## src/logic/lacc_defs.vh

```
// lacc_defs.vh: constants for the command-list interpreter
// assumes inclusion by bare name from the design files
`ifndef LACC_DEFS_VH
`define LACC_DEFS_VH
// axi register byte offsets
`define LACC_REG_CTRL     8'h00
`define LACC_REG_STATUS   8'h04
`define LACC_REG_CHAIN    8'h08
`define LACC_REG_SCBBASE  8'h0C
`define LACC_REG_CFG0     8'h10
`define LACC_REG_CFG1     8'h14
`define LACC_REG_CFG2     8'h18
`define LACC_REG_CFG3     8'h1C
`define LACC_REG_STADDR0  8'h20
`define LACC_REG_STADDR1  8'h24
// addressing modes
`define LACC_MODE_LEGACY  2'h0
`define LACC_MODE_SEG     2'h1
`define LACC_MODE_LINEAR  2'h2
// command word fields
`define LACC_CW_EL        31
`define LACC_CW_SUSP      30
`define LACC_CW_IRQ       29
`define LACC_CW_CMD_LO    16
`define LACC_CW_CMD_HI    18
`define LACC_CW_RSV_LO    19
`define LACC_CW_RSV_HI    28
`define LACC_CW_DONE      15
`define LACC_CW_BUSY      14
`define LACC_CW_OK        13
`define LACC_CW_LINK_LO   0
`define LACC_CW_LINK_HI   15
`define LACC_CMD_NOP      3'h0
`define LACC_CMD_CONFIG   3'h2
// configure byte count field in parameter word
`define LACC_CNT_MONITOR  4'hC
// configuration reset defaults
`define LACC_DEF_B0       8'h0E
`define LACC_DEF_B1       8'hC8
`define LACC_DEF_B2       8'h40
`define LACC_DEF_B3       8'h26
`define LACC_DEF_B4       8'h00
`define LACC_DEF_B5       8'h60
`define LACC_DEF_B6       8'h00
`define LACC_DEF_B7       8'hF2
`define LACC_DEF_B8       8'h00
`define LACC_DEF_B9       8'h00
`define LACC_DEF_B10      8'h40
`define LACC_DEF_B11      8'hFF
`define LACC_DEF_B12      8'h00
`define LACC_DEF_B13      8'h3F
`define LACC_DEF_B14      8'h00
`define LACC_DEF_B15      8'h00
`define LACC_BCAST_ADDR   48'hFFFF_FFFF_FFFF
// axi responses
`define LACC_RESP_OKAY    2'h0
`define LACC_RESP_SLVERR  2'h2
`endif

```

## src/logic/lacc_axil_slave.v

```verilog
// lacc_axil_slave.v: axi4-lite slave front end, one write and one read at a time
// assumes single clock domain, master keeps valid and payload until taken
`timescale 1ns/100ps
`include "lacc_defs.vh"
module lacc_axil_slave (
	input  wire        clock,
	input  wire        sys_rst,
	input  wire [7:0]  s_axi_awaddr,
	input  wire        s_axi_awvalid,
	output wire        s_axi_awready,
	input  wire [31:0] s_axi_wdata,
	input  wire [3:0]  s_axi_wstrb,
	input  wire        s_axi_wvalid,
	output wire        s_axi_wready,
	output reg  [1:0]  s_axi_bresp,
	output reg         s_axi_bvalid,
	input  wire        s_axi_bready,
	input  wire [7:0]  s_axi_araddr,
	input  wire        s_axi_arvalid,
	output wire        s_axi_arready,
	output reg  [31:0] s_axi_rdata,
	output reg  [1:0]  s_axi_rresp,
	output reg         s_axi_rvalid,
	input  wire        s_axi_rready,
	output wire        wr_stb,
	output wire [7:0]  wr_addr,
	output wire [31:0] wr_data,
	output wire [3:0]  wr_strb,
	input  wire        wr_err,
	output wire [7:0]  rd_addr,
	input  wire [31:0] rd_data,
	input  wire        rd_err
);
	reg        aw_held_q;
	reg        w_held_q;
	reg [7:0]  aw_q;
	reg [31:0] w_q;
	reg [3:0]  ws_q;

	// address and data taken in either order, held until both present
	assign s_axi_awready = !aw_held_q && !s_axi_bvalid;
	assign s_axi_wready  = !w_held_q && !s_axi_bvalid;
	assign wr_stb  = aw_held_q && w_held_q;
	assign wr_addr = aw_q;
	assign wr_data = w_q;
	assign wr_strb = ws_q;
	assign s_axi_arready = !s_axi_rvalid;
	assign rd_addr = s_axi_araddr;

	always @(posedge clock or posedge sys_rst) begin
		if (sys_rst) begin
			aw_held_q    <= 1'b0;
			w_held_q     <= 1'b0;
			aw_q         <= 8'h00;
			w_q          <= 32'h0000_0000;
			ws_q         <= 4'h0;
			s_axi_bvalid <= 1'b0;
			s_axi_bresp  <= `LACC_RESP_OKAY;
			s_axi_rvalid <= 1'b0;
			s_axi_rdata  <= 32'h0000_0000;
			s_axi_rresp  <= `LACC_RESP_OKAY;
		end else begin
			if (s_axi_awvalid && s_axi_awready) begin
				aw_held_q <= 1'b1;
				aw_q      <= s_axi_awaddr;
			end
			if (s_axi_wvalid && s_axi_wready) begin
				w_held_q <= 1'b1;
				w_q      <= s_axi_wdata;
				ws_q     <= s_axi_wstrb;
			end
			// response one cycle after both halves are held
			if (wr_stb) begin
				aw_held_q    <= 1'b0;
				w_held_q     <= 1'b0;
				s_axi_bvalid <= 1'b1;
				s_axi_bresp  <= wr_err ? `LACC_RESP_SLVERR : `LACC_RESP_OKAY;
			end else if (s_axi_bready) begin
				s_axi_bvalid <= 1'b0;
			end
			if (s_axi_arvalid && s_axi_arready) begin
				s_axi_rvalid <= 1'b1;
				s_axi_rdata  <= rd_data;
				s_axi_rresp  <= rd_err ? `LACC_RESP_SLVERR : `LACC_RESP_OKAY;
			end else if (s_axi_rready) begin
				s_axi_rvalid <= 1'b0;
			end
		end
	end
endmodule // lacc_axil_slave

```

## src/logic/lacc_top.v

```verilog
// lacc_top.v: command-list interpreter with memory master port and axi4-lite registers
// assumes memory port answers mem_ack one or more cycles after mem_req, word data
//
// The AXI4-Lite slave port and the register offsets were decided locally.
`timescale 1ns/100ps
`include "lacc_defs.vh"
module lacc_top (
	input  wire        clock,
	input  wire        sys_rst,
	input  wire [7:0]  s_axi_awaddr,
	input  wire        s_axi_awvalid,
	output wire        s_axi_awready,
	input  wire [31:0] s_axi_wdata,
	input  wire [3:0]  s_axi_wstrb,
	input  wire        s_axi_wvalid,
	output wire        s_axi_wready,
	output wire [1:0]  s_axi_bresp,
	output wire        s_axi_bvalid,
	input  wire        s_axi_bready,
	input  wire [7:0]  s_axi_araddr,
	input  wire        s_axi_arvalid,
	output wire        s_axi_arready,
	output wire [31:0] s_axi_rdata,
	output wire [1:0]  s_axi_rresp,
	output wire        s_axi_rvalid,
	input  wire        s_axi_rready,
	output reg         mem_req,
	output reg         mem_we,
	output reg  [31:0] mem_addr,
	output reg  [31:0] mem_wdata,
	input  wire        mem_ack,
	input  wire [31:0] mem_rdata,
	output reg         command_done_event,
	output wire [47:0] station_address,
	output wire [7:0]  config_byte3,
	output wire [7:0]  config_byte7,
	output wire [7:0]  config_byte8,
	output wire [7:0]  config_byte9,
	output wire [7:0]  config_byte11,
	output wire        keep_bad_frames,
	output wire        two_way_simultaneous,
	output wire        multiple_station_addresses,
	output wire        backoff_disable
);
	// processor states
	localparam ST_IDLE   = 3'h0;
	localparam ST_FETCH  = 3'h1;
	localparam ST_MARK   = 3'h2;
	localparam ST_PARAM  = 3'h3;
	localparam ST_FINISH = 3'h4;
	localparam ST_SUSP   = 3'h5;

	wire        wr_stb;
	wire [7:0]  wr_addr;
	wire [31:0] wr_data;
	wire [3:0]  wr_strb;
	wire [7:0]  rd_addr;
	reg  [31:0] rd_data;
	reg         rd_err;
	reg         wr_err;

	reg  [2:0]   state_q;
	reg  [1:0]   mode_q;
	reg  [31:0]  chain_q;
	reg  [31:0]  base_q;
	reg  [31:0]  cb_q;
	reg  [31:0]  word0_q;
	reg  [3:0]   pidx_q;
	reg  [4:0]   pcnt_q;
	reg          err_q;
	reg  [7:0]   cfg_q [0:15];
	reg  [47:0]  sta_q;
	reg          running_q;
	reg          suspended_q;
	reg          start_req;
	reg          resume_req;
	integer      k;

	lacc_axil_slave u_axil (
		.clock         (clock),
		.sys_rst       (sys_rst),
		.s_axi_awaddr  (s_axi_awaddr),
		.s_axi_awvalid (s_axi_awvalid),
		.s_axi_awready (s_axi_awready),
		.s_axi_wdata   (s_axi_wdata),
		.s_axi_wstrb   (s_axi_wstrb),
		.s_axi_wvalid  (s_axi_wvalid),
		.s_axi_wready  (s_axi_wready),
		.s_axi_bresp   (s_axi_bresp),
		.s_axi_bvalid  (s_axi_bvalid),
		.s_axi_bready  (s_axi_bready),
		.s_axi_araddr  (s_axi_araddr),
		.s_axi_arvalid (s_axi_arvalid),
		.s_axi_arready (s_axi_arready),
		.s_axi_rdata   (s_axi_rdata),
		.s_axi_rresp   (s_axi_rresp),
		.s_axi_rvalid  (s_axi_rvalid),
		.s_axi_rready  (s_axi_rready),
		.wr_stb        (wr_stb),
		.wr_addr       (wr_addr),
		.wr_data       (wr_data),
		.wr_strb       (wr_strb),
		.wr_err        (wr_err),
		.rd_addr       (rd_addr),
		.rd_data       (rd_data),
		.rd_err        (rd_err)
	);

	// next block address from link field, depends on mode
	function [31:0] link_target;
		input [1:0]  mode;
		input [31:0] base;
		input [31:0] link;
		begin
			if (mode == `LACC_MODE_LINEAR)
				link_target = link;
			else
				link_target = base + {16'h0000, link[`LACC_CW_LINK_HI:`LACC_CW_LINK_LO]};
		end
	endfunction

	// register index of a byte address, unmapped gives all-ones
	function [3:0] reg_index;
		input [7:0] a;
		begin
			if (a[1:0] != 2'h0 || a > `LACC_REG_STADDR1)
				reg_index = 4'hF;
			else
				reg_index = a[5:2];
		end
	endfunction

	assign station_address = sta_q;
	assign config_byte3    = cfg_q[3];
	assign config_byte7    = cfg_q[7];
	assign config_byte8    = cfg_q[8];
	assign config_byte9    = cfg_q[9];
	assign config_byte11   = cfg_q[11];
	assign keep_bad_frames = cfg_q[2][7];
	assign two_way_simultaneous       = cfg_q[12][6];
	assign multiple_station_addresses = cfg_q[13][6];
	assign backoff_disable            = cfg_q[13][7];

	// write decode; ctrl carries mode, start and resume strobes
	always @* begin
		start_req  = 1'b0;
		resume_req = 1'b0;
		wr_err     = 1'b0;
		if (wr_stb) begin
			case (reg_index(wr_addr))
			4'h0: begin
				start_req  = wr_data[0];
				resume_req = wr_data[1];
			end
			4'h1, 4'h2, 4'h3, 4'h8, 4'h9: wr_err = 1'b0;
			default: wr_err = 1'b1;
			endcase
		end
	end

	// read decode, config bytes packed four to a word
	always @* begin
		rd_err  = 1'b0;
		rd_data = 32'h0000_0000;
		case (reg_index(rd_addr))
		4'h0: rd_data = {28'h000_0000, mode_q, 2'h0};
		4'h1: rd_data = {26'h000_0000, err_q, state_q, suspended_q, running_q};
		4'h2: rd_data = chain_q;
		4'h3: rd_data = base_q;
		4'h4: rd_data = {cfg_q[3], cfg_q[2], cfg_q[1], cfg_q[0]};
		4'h5: rd_data = {cfg_q[7], cfg_q[6], cfg_q[5], cfg_q[4]};
		4'h6: rd_data = {cfg_q[11], cfg_q[10], cfg_q[9], cfg_q[8]};
		4'h7: rd_data = {cfg_q[15], cfg_q[14], cfg_q[13], cfg_q[12]};
		4'h8: rd_data = sta_q[31:0];
		4'h9: rd_data = {16'h0000, sta_q[47:32]};
		default: rd_err = 1'b1;
		endcase
	end

	// command processor: fetch, mark busy, run, write done/busy/ok together
	always @(posedge clock or posedge sys_rst) begin
		if (sys_rst) begin
			state_q     <= ST_IDLE;
			mode_q      <= `LACC_MODE_LEGACY;
			chain_q     <= 32'h0000_0000;
			base_q      <= 32'h0000_0000;
			cb_q        <= 32'h0000_0000;
			word0_q     <= 32'h0000_0000;
			pidx_q      <= 4'h0;
			pcnt_q      <= 5'h00;
			err_q       <= 1'b0;
			running_q   <= 1'b0;
			suspended_q <= 1'b0;
			sta_q       <= `LACC_BCAST_ADDR;
			mem_req     <= 1'b0;
			mem_we      <= 1'b0;
			mem_addr    <= 32'h0000_0000;
			mem_wdata   <= 32'h0000_0000;
			command_done_event <= 1'b0;
			// reset defaults of the whole parameter set
			cfg_q[0]  <= `LACC_DEF_B0;
			cfg_q[1]  <= `LACC_DEF_B1;
			cfg_q[2]  <= `LACC_DEF_B2;
			cfg_q[3]  <= `LACC_DEF_B3;
			cfg_q[4]  <= `LACC_DEF_B4;
			cfg_q[5]  <= `LACC_DEF_B5;
			cfg_q[6]  <= `LACC_DEF_B6;
			cfg_q[7]  <= `LACC_DEF_B7;
			cfg_q[8]  <= `LACC_DEF_B8;
			cfg_q[9]  <= `LACC_DEF_B9;
			cfg_q[10] <= `LACC_DEF_B10;
			cfg_q[11] <= `LACC_DEF_B11;
			cfg_q[12] <= `LACC_DEF_B12;
			cfg_q[13] <= `LACC_DEF_B13;
			cfg_q[14] <= `LACC_DEF_B14;
			cfg_q[15] <= `LACC_DEF_B15;
		end else begin
			command_done_event <= 1'b0;
			// register writes; only idle changes mode and chain
			if (wr_stb && state_q == ST_IDLE) begin
				case (reg_index(wr_addr))
				4'h0: mode_q <= (wr_data[3:2] == 2'h3) ? mode_q : wr_data[3:2];
				4'h2: chain_q <= wr_data;
				4'h3: base_q <= wr_data;
				4'h8: sta_q[31:0] <= wr_data;
				4'h9: sta_q[47:32] <= wr_data[15:0];
				default: ;
				endcase
			end
			case (state_q)
			ST_IDLE: begin
				if (start_req) begin
					cb_q      <= chain_q;
					running_q <= 1'b1;
					state_q   <= ST_FETCH;
					mem_req   <= 1'b1;
					mem_we    <= 1'b0;
					mem_addr  <= chain_q;
				end
			end
			ST_FETCH: begin
				if (mem_ack) begin
					word0_q   <= mem_rdata;
					mem_we    <= 1'b1;
					mem_wdata <= {mem_rdata[31:16], 3'h2, mem_rdata[12:0]}; // busy set
					state_q   <= ST_MARK;
				end
			end
			ST_MARK: begin
				if (mem_ack) begin
					err_q  <= 1'b0;
					pidx_q <= 4'h0;
					mem_we <= 1'b0;
					if (mode_q != `LACC_MODE_LEGACY &&
					    word0_q[`LACC_CW_RSV_HI:`LACC_CW_RSV_LO] != 10'h000) begin
						err_q   <= 1'b1; // reserved bits must be zero
						mem_req <= 1'b0;
						state_q <= ST_FINISH;
					end else if (word0_q[`LACC_CW_CMD_HI:`LACC_CW_CMD_LO] == `LACC_CMD_CONFIG) begin
						mem_addr <= cb_q + 32'h0000_0008;
						state_q  <= ST_PARAM;
					end else begin
						// nop and unknown codes do nothing
						mem_req <= 1'b0;
						state_q <= ST_FINISH;
					end
				end
			end
			ST_PARAM: begin
				if (mem_ack) begin
					// first word low bits carry the byte count
					if (pidx_q == 4'h0) begin
						pcnt_q <= {1'b0, mem_rdata[3:0]};
						if (mem_rdata[3:0] > 4'h1)
							cfg_q[1] <= (mem_rdata[3:0] < `LACC_CNT_MONITOR) ?
							            {cfg_q[1][7:6], mem_rdata[13:8]} : mem_rdata[15:8];
						if (mem_rdata[3:0] > 4'h2)
							cfg_q[2] <= mem_rdata[23:16];
						if (mem_rdata[3:0] > 4'h3)
							cfg_q[3] <= mem_rdata[31:24];
					end else begin
						for (k = 0; k < 4; k = k + 1) begin
							if ({1'b0, pidx_q} * 5'h04 + k[4:0] < pcnt_q) begin
								cfg_q[{pidx_q[1:0], k[1:0]}] <= mem_rdata[k*8 +: 8];
							end
						end
					end
					if (pidx_q == 4'h3 || (pidx_q != 4'h0 && {1'b0, pidx_q} * 5'h04 + 5'h04 >= pcnt_q)
					    || (pidx_q == 4'h0 && mem_rdata[3:0] <= 4'h4)) begin
						mem_req <= 1'b0;
						state_q <= ST_FINISH;
					end else begin
						pidx_q   <= pidx_q + 4'h1;
						mem_addr <= mem_addr + 32'h0000_0004;
					end
				end
			end
			ST_FINISH: begin
				if (!mem_req) begin
					// done, busy clear and ok in one write
					mem_req   <= 1'b1;
					mem_we    <= 1'b1;
					mem_addr  <= cb_q;
					mem_wdata <= {word0_q[31:16], 1'b1, 1'b0, !err_q, word0_q[12:0]};
				end else if (mem_ack) begin
					mem_we  <= 1'b0;
					command_done_event <= word0_q[`LACC_CW_IRQ];
					cb_q    <= link_target(mode_q, base_q, mem_rdata_link(word0_q));
					if (word0_q[`LACC_CW_EL]) begin
						mem_req   <= 1'b0;
						running_q <= 1'b0;
						state_q   <= ST_IDLE;
					end else if (word0_q[`LACC_CW_SUSP]) begin
						// prefetch the next block's word before suspending
						mem_addr <= link_target(mode_q, base_q, mem_rdata_link(word0_q));
						state_q  <= ST_SUSP;
					end else begin
						mem_addr <= link_target(mode_q, base_q, mem_rdata_link(word0_q));
						state_q  <= ST_FETCH;
					end
				end
			end
			ST_SUSP: begin
				// resume is heard only after the prefetch lands; an earlier strobe is lost
				if (mem_req) begin
					if (mem_ack) begin
						word0_q     <= mem_rdata;
						mem_req     <= 1'b0;
						suspended_q <= 1'b1;
					end
				end else if (resume_req) begin
					suspended_q <= 1'b0;
					mem_req     <= 1'b1;
					mem_we      <= !cfg_q[2][1];
					mem_addr    <= cb_q;
					// without reread the prefetched word goes straight to the busy write
					mem_wdata   <= {word0_q[31:16], 3'h2, word0_q[12:0]};
					state_q     <= cfg_q[2][1] ? ST_FETCH : ST_MARK;
				end
			end
			default: state_q <= ST_IDLE;
			endcase
		end
	end

	// link offset sits in the low half of the command word
	function [31:0] mem_rdata_link;
		input [31:0] w0;
		begin
			mem_rdata_link = {16'h0000, w0[`LACC_CW_LINK_HI:`LACC_CW_LINK_LO]};
		end
	endfunction
endmodule // lacc_top

```

## config.mk

```make
export PLATFORM = sky130hd
export DESIGN_NAME = lacc_top
export DESIGN_NICKNAME = d
export VERILOG_FILES = /design/src/logic/lacc_axil_slave.v /design/src/logic/lacc_top.v
export VERILOG_INCLUDE_DIRS = /design/src /design/src/logic
export SDC_FILE = /design/constraint.sdc
export NUM_CORES = 1
export LEC_CHECK = 0
export BUFFER_PORTS_ARGS = -buffer_cell sky130_fd_sc_hd__buf_2
export CORE_MARGIN = 5
export CORE_UTILIZATION = 40
export CTS_BUF_LIST = sky130_fd_sc_hd__clkbuf_2 sky130_fd_sc_hd__clkbuf_4 sky130_fd_sc_hd__clkbuf_8
export CTS_CLUSTER_DIAMETER = 80
export CTS_CLUSTER_SIZE = 12
export DETAILED_ROUTE_END_ITERATION = 8
export GPL_TIMING_DRIVEN = 0
export SLEW_MARGIN = 20
export SYNTH_ARGS = -nofsm -noshare
export SYNTH_HDL_FRONTEND = slang
export SYNTH_SLANG_ARGS = --single-unit
```

## constraint.sdc

```tcl
create_clock -name clock -period 16.3 [get_ports clock]
set_clock_uncertainty 0.2 [all_clocks]
set_input_delay 0.815 -clock clock [delete_from_list [all_inputs] [get_ports clock]]
set_output_delay 0.815 -clock clock [all_outputs]
set_load 0.01 [all_outputs]
```

==> results.json, run 1 <==
{
  "status": "complete, but fails checks",
  "ys_async_sr_fraction": 1.00,
  "synth.most_common_cell": "dfrtp_1",
  "vias": 21500,
  "drv_slew": 0,
  "power_frac_comb": 0.394,
  "min_period_ns": 4.25,
  "drc": 7,
  "crit_slowest_cell": "a2111oi_0",
  "pwr-share-seq": 0.417,
  "finalNonFillerCells": 3472,
  "synthDistinctLibCells": 88,
  "yosys.area_share.adder": 0.0148,
  "ff2ff_setup_slack_ns": 12.05,
  "cp-start-kind": "flip-flop",
  "synth_compound_area_frac": 0.154,
  "cts-htree-levels": 2,
  "synth_ff_type": "dfrtp_1",
  "die_h_um": 256,
  "p_int_uw": 2530,
  "maxCapViolCount": 0,
  "cts_sinks": 465,
  "hold_viol": 0,
  "utilization": 0.462,
  "drt_first_pass_iters": 9,
  "finalNetCount": 2770,
  "syn_inst": 2312,
  "synth_common_cells": "dfrtp_1, mux2_2, nand2_1",
  "slowest_delay_ns": 0.86,
  "rsz0062_at_grt": "false",
  "p_clk_frac": 0.189,
  "yosysTopAreaCell": "dfrtp_1",
  "yosys_warnings": 0,
  "p_switching_uw": 1900,
  "hpwlAfterDp_mm": 77.1,
  "wirelength_mm": 101,
  "peakVddDrop_mv": 0.0875,
  "die_w_um": 256,
  "start_util": 0.403,
  "core-area_mm2": 0.0602,
  "syn_area_mm2": 0.0243,
  "synth-edff-count": 0,
  "timing.rr.start": "base_q[0]",
  "muxShareOfSynthArea": 0.161,
  "n_fill_cell": 5692,
  "grt_pass1_vias": 21200,
  "crit_type": "flip-flop to flip-flop",
  "maxSlewHeadroom": 0.199,
  "cts_tree": "built",
  "gp_congestion": 1.02,
  "rows": 90,
  "ys_seq_area_frac": 0.484,
  "io_pins": 292,
  "wl_per_cell_um": 29.1,
  "setup_ws_ns": 12.05,
  "ys_ff_latch": 465,
  "cts_setup_buffers": 0,
  "synth_top_area_frac": 0.397,
  "cp_max_fo": 10,
  "swShare": 0.428,
  "worstPathCellList": "ha_1 > fa_1 > a21oi_1 > o221ai_1 > a211oi_2 > nor2_1 > xor2_1 > a2111oi_0 > o31ai_1",
  "via_per_inst": 6.20,
  "fmax_mhz": 235,
  "port_buffers": 282,
  "cp-startpoint": "base_q[0]",
  "pre_cts_slack_ns": 11.79,
  "critPathRequiredTime_ns": 16.63,
  "gr-total-overflow": 0,
  "violations": "design-rule violations",
  "synth_top_family_by_area": "multiplexers",
  "synth_xor_area_frac": 0.0213,
  "postCtsHoldBufs": 0,
  "synth_area_leaders": "dfrtp_1, mux2_2, dfstp_2",
  "drt_iter0_drc": 2449,
  "p_leak_uw": 0.0129,
  "antenna_found_initial": 7,
  "cts_buffer_depth": 3,
  "end_kind": "flip-flop",
  "cts_root_buf": "clkbuf_8",
  "die_area_mm2": 0.0657,
  "tns_ns": 0,
  "place_inst": 3383,
  "setup_viol": 0,
  "grt.total_usage": 0.296,
  "reg2reg_to": "mem_addr[16]",
  "path_clk_slew_ns": 0.09,
  "worst_r2r_path_depth": 9,
  "fin_crit_sh": 0.261,
  "drive_above_1_share": 0.316,
  "worst_slew_pin_slew_ns": 1.19,
  "cp_data_arrival_time_ns": 4.58,
  "insertion_delay_ns": 0.69,
  "crit_end": "mem_addr[16]",
  "cts_resized": 0,
  "numCtsBuffers": 47,
  "avgSynthCellArea_um2": 10.5,
  "antenna_left": 0,
  "synth_simple_gate_area_frac": 0.124,
  "grt_pass1_wl_mm": 147,
  "layout-area-overhead-vs-synth_pct": 14.7,
  "grt_max_degree": 105,
  "powerDensity_mw_per_mm2": 159,
  "hp-class": "primary input to asynchronous set/reset pin"
}
-- worst max-delay path: cells and delay by family (launching register included) --
kind                       cells  cell delay [ns]
DFF                            1             0.45
xor gates and xnor gates       1             0.26
adders and majority gates      2             0.68
and+or+nand+nor                1             0.21
AOI/OAI and AO/OA              5             2.30
-- sequential cells by signal, indices dropped and copies added (netlist names), 8 cells and up --
signal              flops
u_axil.s_axi_rdata     32
base_q                 32
config_byte3            8
mem_wdata              32
u_axil.wr_addr          8
config_byte7            8
cfg_q                  84
config_byte9            8
chain_q                32
word0_q                32
config_byte11           8
u_axil.wr_data         32
cb_q                   32
config_byte8            8
mem_addr               32
station_address        48
-- layout make-up --
| class | instances | area [um^2] | area share |
|---|---|---|---|
| multi-input combinational | 1637 | 11500 | 0.415 |
| buffer | 185 | 888 | 0.0319 |
| tap | 782 | 978 | 0.0352 |
| inverter | 26 | 105 | 0.00378 |
| antenna | 3 | 7.51 | 0.000270 |
| sequential | 465 | 11700 | 0.422 |
| clock buffer | 76 | 871 | 0.0313 |
| timing repair buffer | 288 | 1540 | 0.0554 |
| clock inverter | 10 | 140 | 0.00504 |
-- metal layers --
metal / global-route usage / wire, um / vias to the layer above / part of all wire
met5: 0 / 0 / - / 0
li1: - / - / 9196 / -
met2: 0.465 / 45800 / 1165 / 0.45
met3: 0.0632 / 9150 / 231 / 0.090
met4: 0.106 / 4150 / 0 / 0.041
met1: 0.407 / 42000 / 10900 / 0.42
-- per-stage QoR --
step,power [uW],area (um^2),hold slack [ns]
detailed placement,3560,26800,0.269
finish,4430,27800,0.0595
global placement,3520,26700,0.263
CTS,4400,27800,0.0667
floorplan,2810,24300,0.245
global route,4640,27800,0.0828
-- cells by family after synthesis --
family,Yosys count
and+or+nand+nor,639
AOI/OAI and AO/OA,556
DFF,465
muxes,353
buffers and inverters,211
xor gates and xnor gates,59
adders and majority gates,28
other,1
-- worst min path at each step --
stage                  start             to  slack [ns]  depth (start not counted)
2_1_floorplan      running_q      running_q        0.24                          2
3_3_place_gp   mem_wdata[16]  mem_wdata[16]        0.26                          2
3_5_place_dp   mem_wdata[18]  mem_wdata[18]        0.27                          2
4_1_cts              sys_rst    word0_q[22]        0.07                          2
5_1_grt              sys_rst  mem_wdata[22]        0.08                          2
6_report             sys_rst    word0_q[22]        0.06                          2
-- cells in the final DEF (no fill, tap or decap), types with 9 or more instances in the layout --
master    count
o211ai_1     15
nor4_1       14
a22oi_1      11
a21oi_1      99
mux2_2      306
nor3_1       35
buf_2       298
inv_1        23
nor2_1      130
clkbuf_1    110
a31oi_1      35
a222oi_1     60
xnor2_1      32
and2_1       13
and3_1       27
nand3_1      59
o21ai_0     171
a21o_1       16
mux2i_1      47
nand2_1     263
buf_4        43
clkbuf_8     48
buf_1        14
dfstp_2      80
nor2_2        9
nand4_1      24
clkbuf_4     28
dfrtp_1     385
nor2b_1       9
a211oi_1     12
o22ai_1      13
xor2_1       27
o31ai_1      13
ha_1         27
a221oi_1     22
-- power by group through the flow --
stage | clock network, uW | logic, uW | registers, uW
finish | 836 | 1750 | 1840
floorplan | 0 | 1060 | 1740
global placement | 0 | 1680 | 1840
CTS | 852 | 1720 | 1830
detailed placement | 0 | 1710 | 1850
global route | 895 | 1860 | 1880
Power figures use the tool's default switching activity.
==> inputs of run 2 (changes only) <==
Settings changed: ABC_AREA set to 1.
Clock period 16.3 ns to 3.6 ns, I/O delays scaled along.
==> results.json, run 2 <==
{
  "status": "completed",
  "final_common_cell": "nand2_1",
  "dpl_cell_area_mm2": 0.0280,
  "synth_ff_type": "dfrtp_1",
  "setup_viol": 0,
  "grt_pass1_vias": 24200,
  "yosys_warnings": 0,
  "die_area_mm2": 0.0681,
  "synthDistinctLibCells": 54,
  "grt.total_usage": 0.306,
  "via_per_inst": 5.39,
  "antenna_found_initial": 5,
  "rows": 92,
  "drive_above_1_share": 0.148,
  "hold_path_startpoint": "s_axi_wdata[5]",
  "ys_ff_latch": 465,
  "cp_max_fo": 6,
  "p_int_uw": 10100,
  "fmax_mhz": 292,
  "cts_tree": "built",
  "die_w_um": 261,
  "core-area_mm2": 0.0627,
  "ys_async_sr_fraction": 1.00,
  "critPathRequiredTime_ns": 4.01,
  "wl_per_cell_um": 22.4,
  "peakVddDrop_mv": 0.291,
  "rsz0062_at_grt": "false",
  "path_clk_slew_ns": 0.09,
  "hpwlAfterDp_mm": 84.7,
  "fin_crit_sh": 0.950,
  "gp_congestion": 0.999,
  "drt_iter0_drc": 3001,
  "p_switching_uw": 7690,
  "cts_buffer_depth": 3,
  "cts_root_buf": "clkbuf_8",
  "pwr-share-seq": 0.409,
  "vias": 25800,
  "drt_first_pass_iters": 5,
  "finalNetCount": 4031,
  "min_period_ns": 3.42,
  "synth_area_leaders": "dfrtp_1, nand2_1, o21ai_0",
  "insertion_delay_ns": 0.69,
  "synth_simple_gate_area_frac": 0.279,
  "end_kind": "flip-flop",
  "cp-startpoint": "pidx_q[0]",
  "setup_ws_ns": 0.179,
  "p_total_uw": 17800,
  "layout-area-overhead-vs-synth_pct": 19.6,
  "final_cell_mix": "nand2_1, o21ai_0, dfrtp_1",
  "drc": 0,
  "hp-class": "primary input to flip-flop",
  "synth_top_area_frac": 0.382,
  "antenna_left": 0,
  "p_clk_frac": 0.204,
  "drv_slew": 0,
  "pre_cts_slack_ns": -0.208,
  "gr-total-overflow": 0,
  "grt_max_degree": 35,
  "powerDensity_mw_per_mm2": 591,
  "syn_area_mm2": 0.0252,
  "port_buffers": 285,
  "ys_seq_area_frac": 0.466,
  "multi_input_area_mm2": 0.0112,
  "muxShareOfSynthArea": 0.00179,
  "final_cell_area_mm2": 0.0301,
  "crit_type": "flip-flop to flip-flop",
  "die_h_um": 261,
  "syn_inst": 3446,
  "largest_register": "cfg_q",
  "io_pins": 292,
  "yosys.area_share.adder": 0.0142,
  "synth-edff-count": 0,
  "tns_ns": 0,
  "register_area_mm2": 0.0117,
  "synth_compound_area_frac": 0.145,
  "n_fill_cell": 6428,
  "start_util": 0.401,
  "timing.rr.start": "pidx_q[0]",
  "swShare": 0.432,
  "numCtsBuffers": 46,
  "synth.most_common_cell": "nand2_1",
  "worst_slew_pin_slew_ns": 1.01,
  "maxCapViolCount": 0,
  "avgSynthCellArea_um2": 7.31,
  "cts-htree-levels": 2,
  "wirelength_mm": 107,
  "power_frac_comb": 0.386,
  "synth_common_cells": "nand2_1, o21ai_0, dfrtp_1",
  "synth_xor_area_frac": 0.00417,
  "cp-start-kind": "flip-flop",
  "yosysTopAreaCell": "dfrtp_1",
  "synth_top_family_by_area": "simple AND/OR/NAND/NOR gates",
  "maxSlewHeadroom": 0.318,
  "cp_data_arrival_time_ns": 3.83,
  "cts_sinks": 465,
  "grt_pass1_wl_mm": 157,
  "largest_register_ffs": 84,
  "hold_viol": 0,
  "p_leak_uw": 0.0149
}
-- run 2: changes by cell type in the layout (fill, tap and decap cells not counted), sizes merged, moves of 26 or more --
cell / before / now
a222oi: 60 / 0
a31oi: 35 / 6
and3: 27 / 1
dlygate4sd3: 0 / 110
inv: 28 / 363
mux2: 306 / 4
mux2i: 47 / 0
nand2: 263 / 1155
nand3: 59 / 171
nor2: 139 / 275
o21ai: 175 / 514
xnor2: 32 / 2
-- run 2: final cells by class --
cell class / instances / share of cell area
sequential: 465 / 0.390
antenna: 3 / 0.000249
timing repair buffer: 416 / 0.0969
clock buffer: 75 / 0.0285
buffer: 171 / 0.0291
inverter: 367 / 0.0459
tap: 846 / 0.0351
clock inverter: 7 / 0.00274
multi-input combinational: 2444 / 0.372
-- run 2: path summary, 6_finish.rpt --
path	end	slack, ns	depth (start not counted)
max in group asynchronous	u_axil.s_axi_bvalid	0.93	12
min	u_axil.wr_data[5]	0.08	4
min in group asynchronous	mem_wdata[15]	0.31	4
max reg2reg	cfg_q[107]	0.18	11
min reg2reg	mem_wdata[29]	0.28	2
max	cfg_q[107]	0.18	11
-- run 2: worst max-delay path, stage by stage (launching register included) --
cell	delay [ns]
dfrtp_1	0.45
inv_1	0.17
ha_1	0.33
inv_1	0.05
nand3_1	0.09
nand2_1	0.08
inv_1	0.31
o21ai_0	0.47
a211oi_4	0.47
nand3_1	0.11
dlygate4sd3_1	0.57
o21ai_0	0.07
-- run 2: per-stage QoR --
step / util / std cells / hold slack (ns)
after global placement: 0.441 / 4578 / 0.177
after floorplan: - / 3447 / 0.0873
final: 0.480 / 4794 / 0.0771
after global routing: 0.480 / 4792 / 0.0907
after CTS: 0.480 / 4787 / 0.0423
after detailed placement: 0.447 / 4595 / -0.140
-- run 2: per-layer routing --
metal  track usage  routed length (um)  vias to the layer above
li1              -                   -                    12000
met1         0.442               46700                    12400
met2         0.453               45300                     1259
met3        0.0537                9640                      189
met4         0.134                5600                        0
met5             0                   0                        -
-- run 2: cell families (layout without fill, tap and decap cells) --
| family | count (synthesis) | after routing |
|---|---|---|
| and+or+nand+nor | 1711 | 1711 |
| buffers and inverters | 538 | 1036 |
| AOI/OAI and AO/OA | 687 | 687 |
| adders and majority gates | 28 | 28 |
| xor gates and xnor gates | 12 | 12 |
| muxes | 4 | 4 |
| other | 1 | 5 |
| DFF | 465 | 465 |
-- run 2: timing repair --
action,in CTS,in global routing
hold buffers,110,0
buffers inserted,0,3
setup endpoints to repair,0,1
gates resized for setup,0,1
endpoints found under the hold margin,465,0
-- run 2: power groups by stage --
stage / Combinational, uW / Sequential [uW] / Clock [uW]
after global placement: 6380 / 7350 / 0
after CTS: 6710 / 7250 / 3660
after floorplan: 3960 / 7190 / 0
after detailed placement: 6490 / 7340 / 0
final: 6870 / 7280 / 3640
after global routing: 7550 / 7390 / 3850
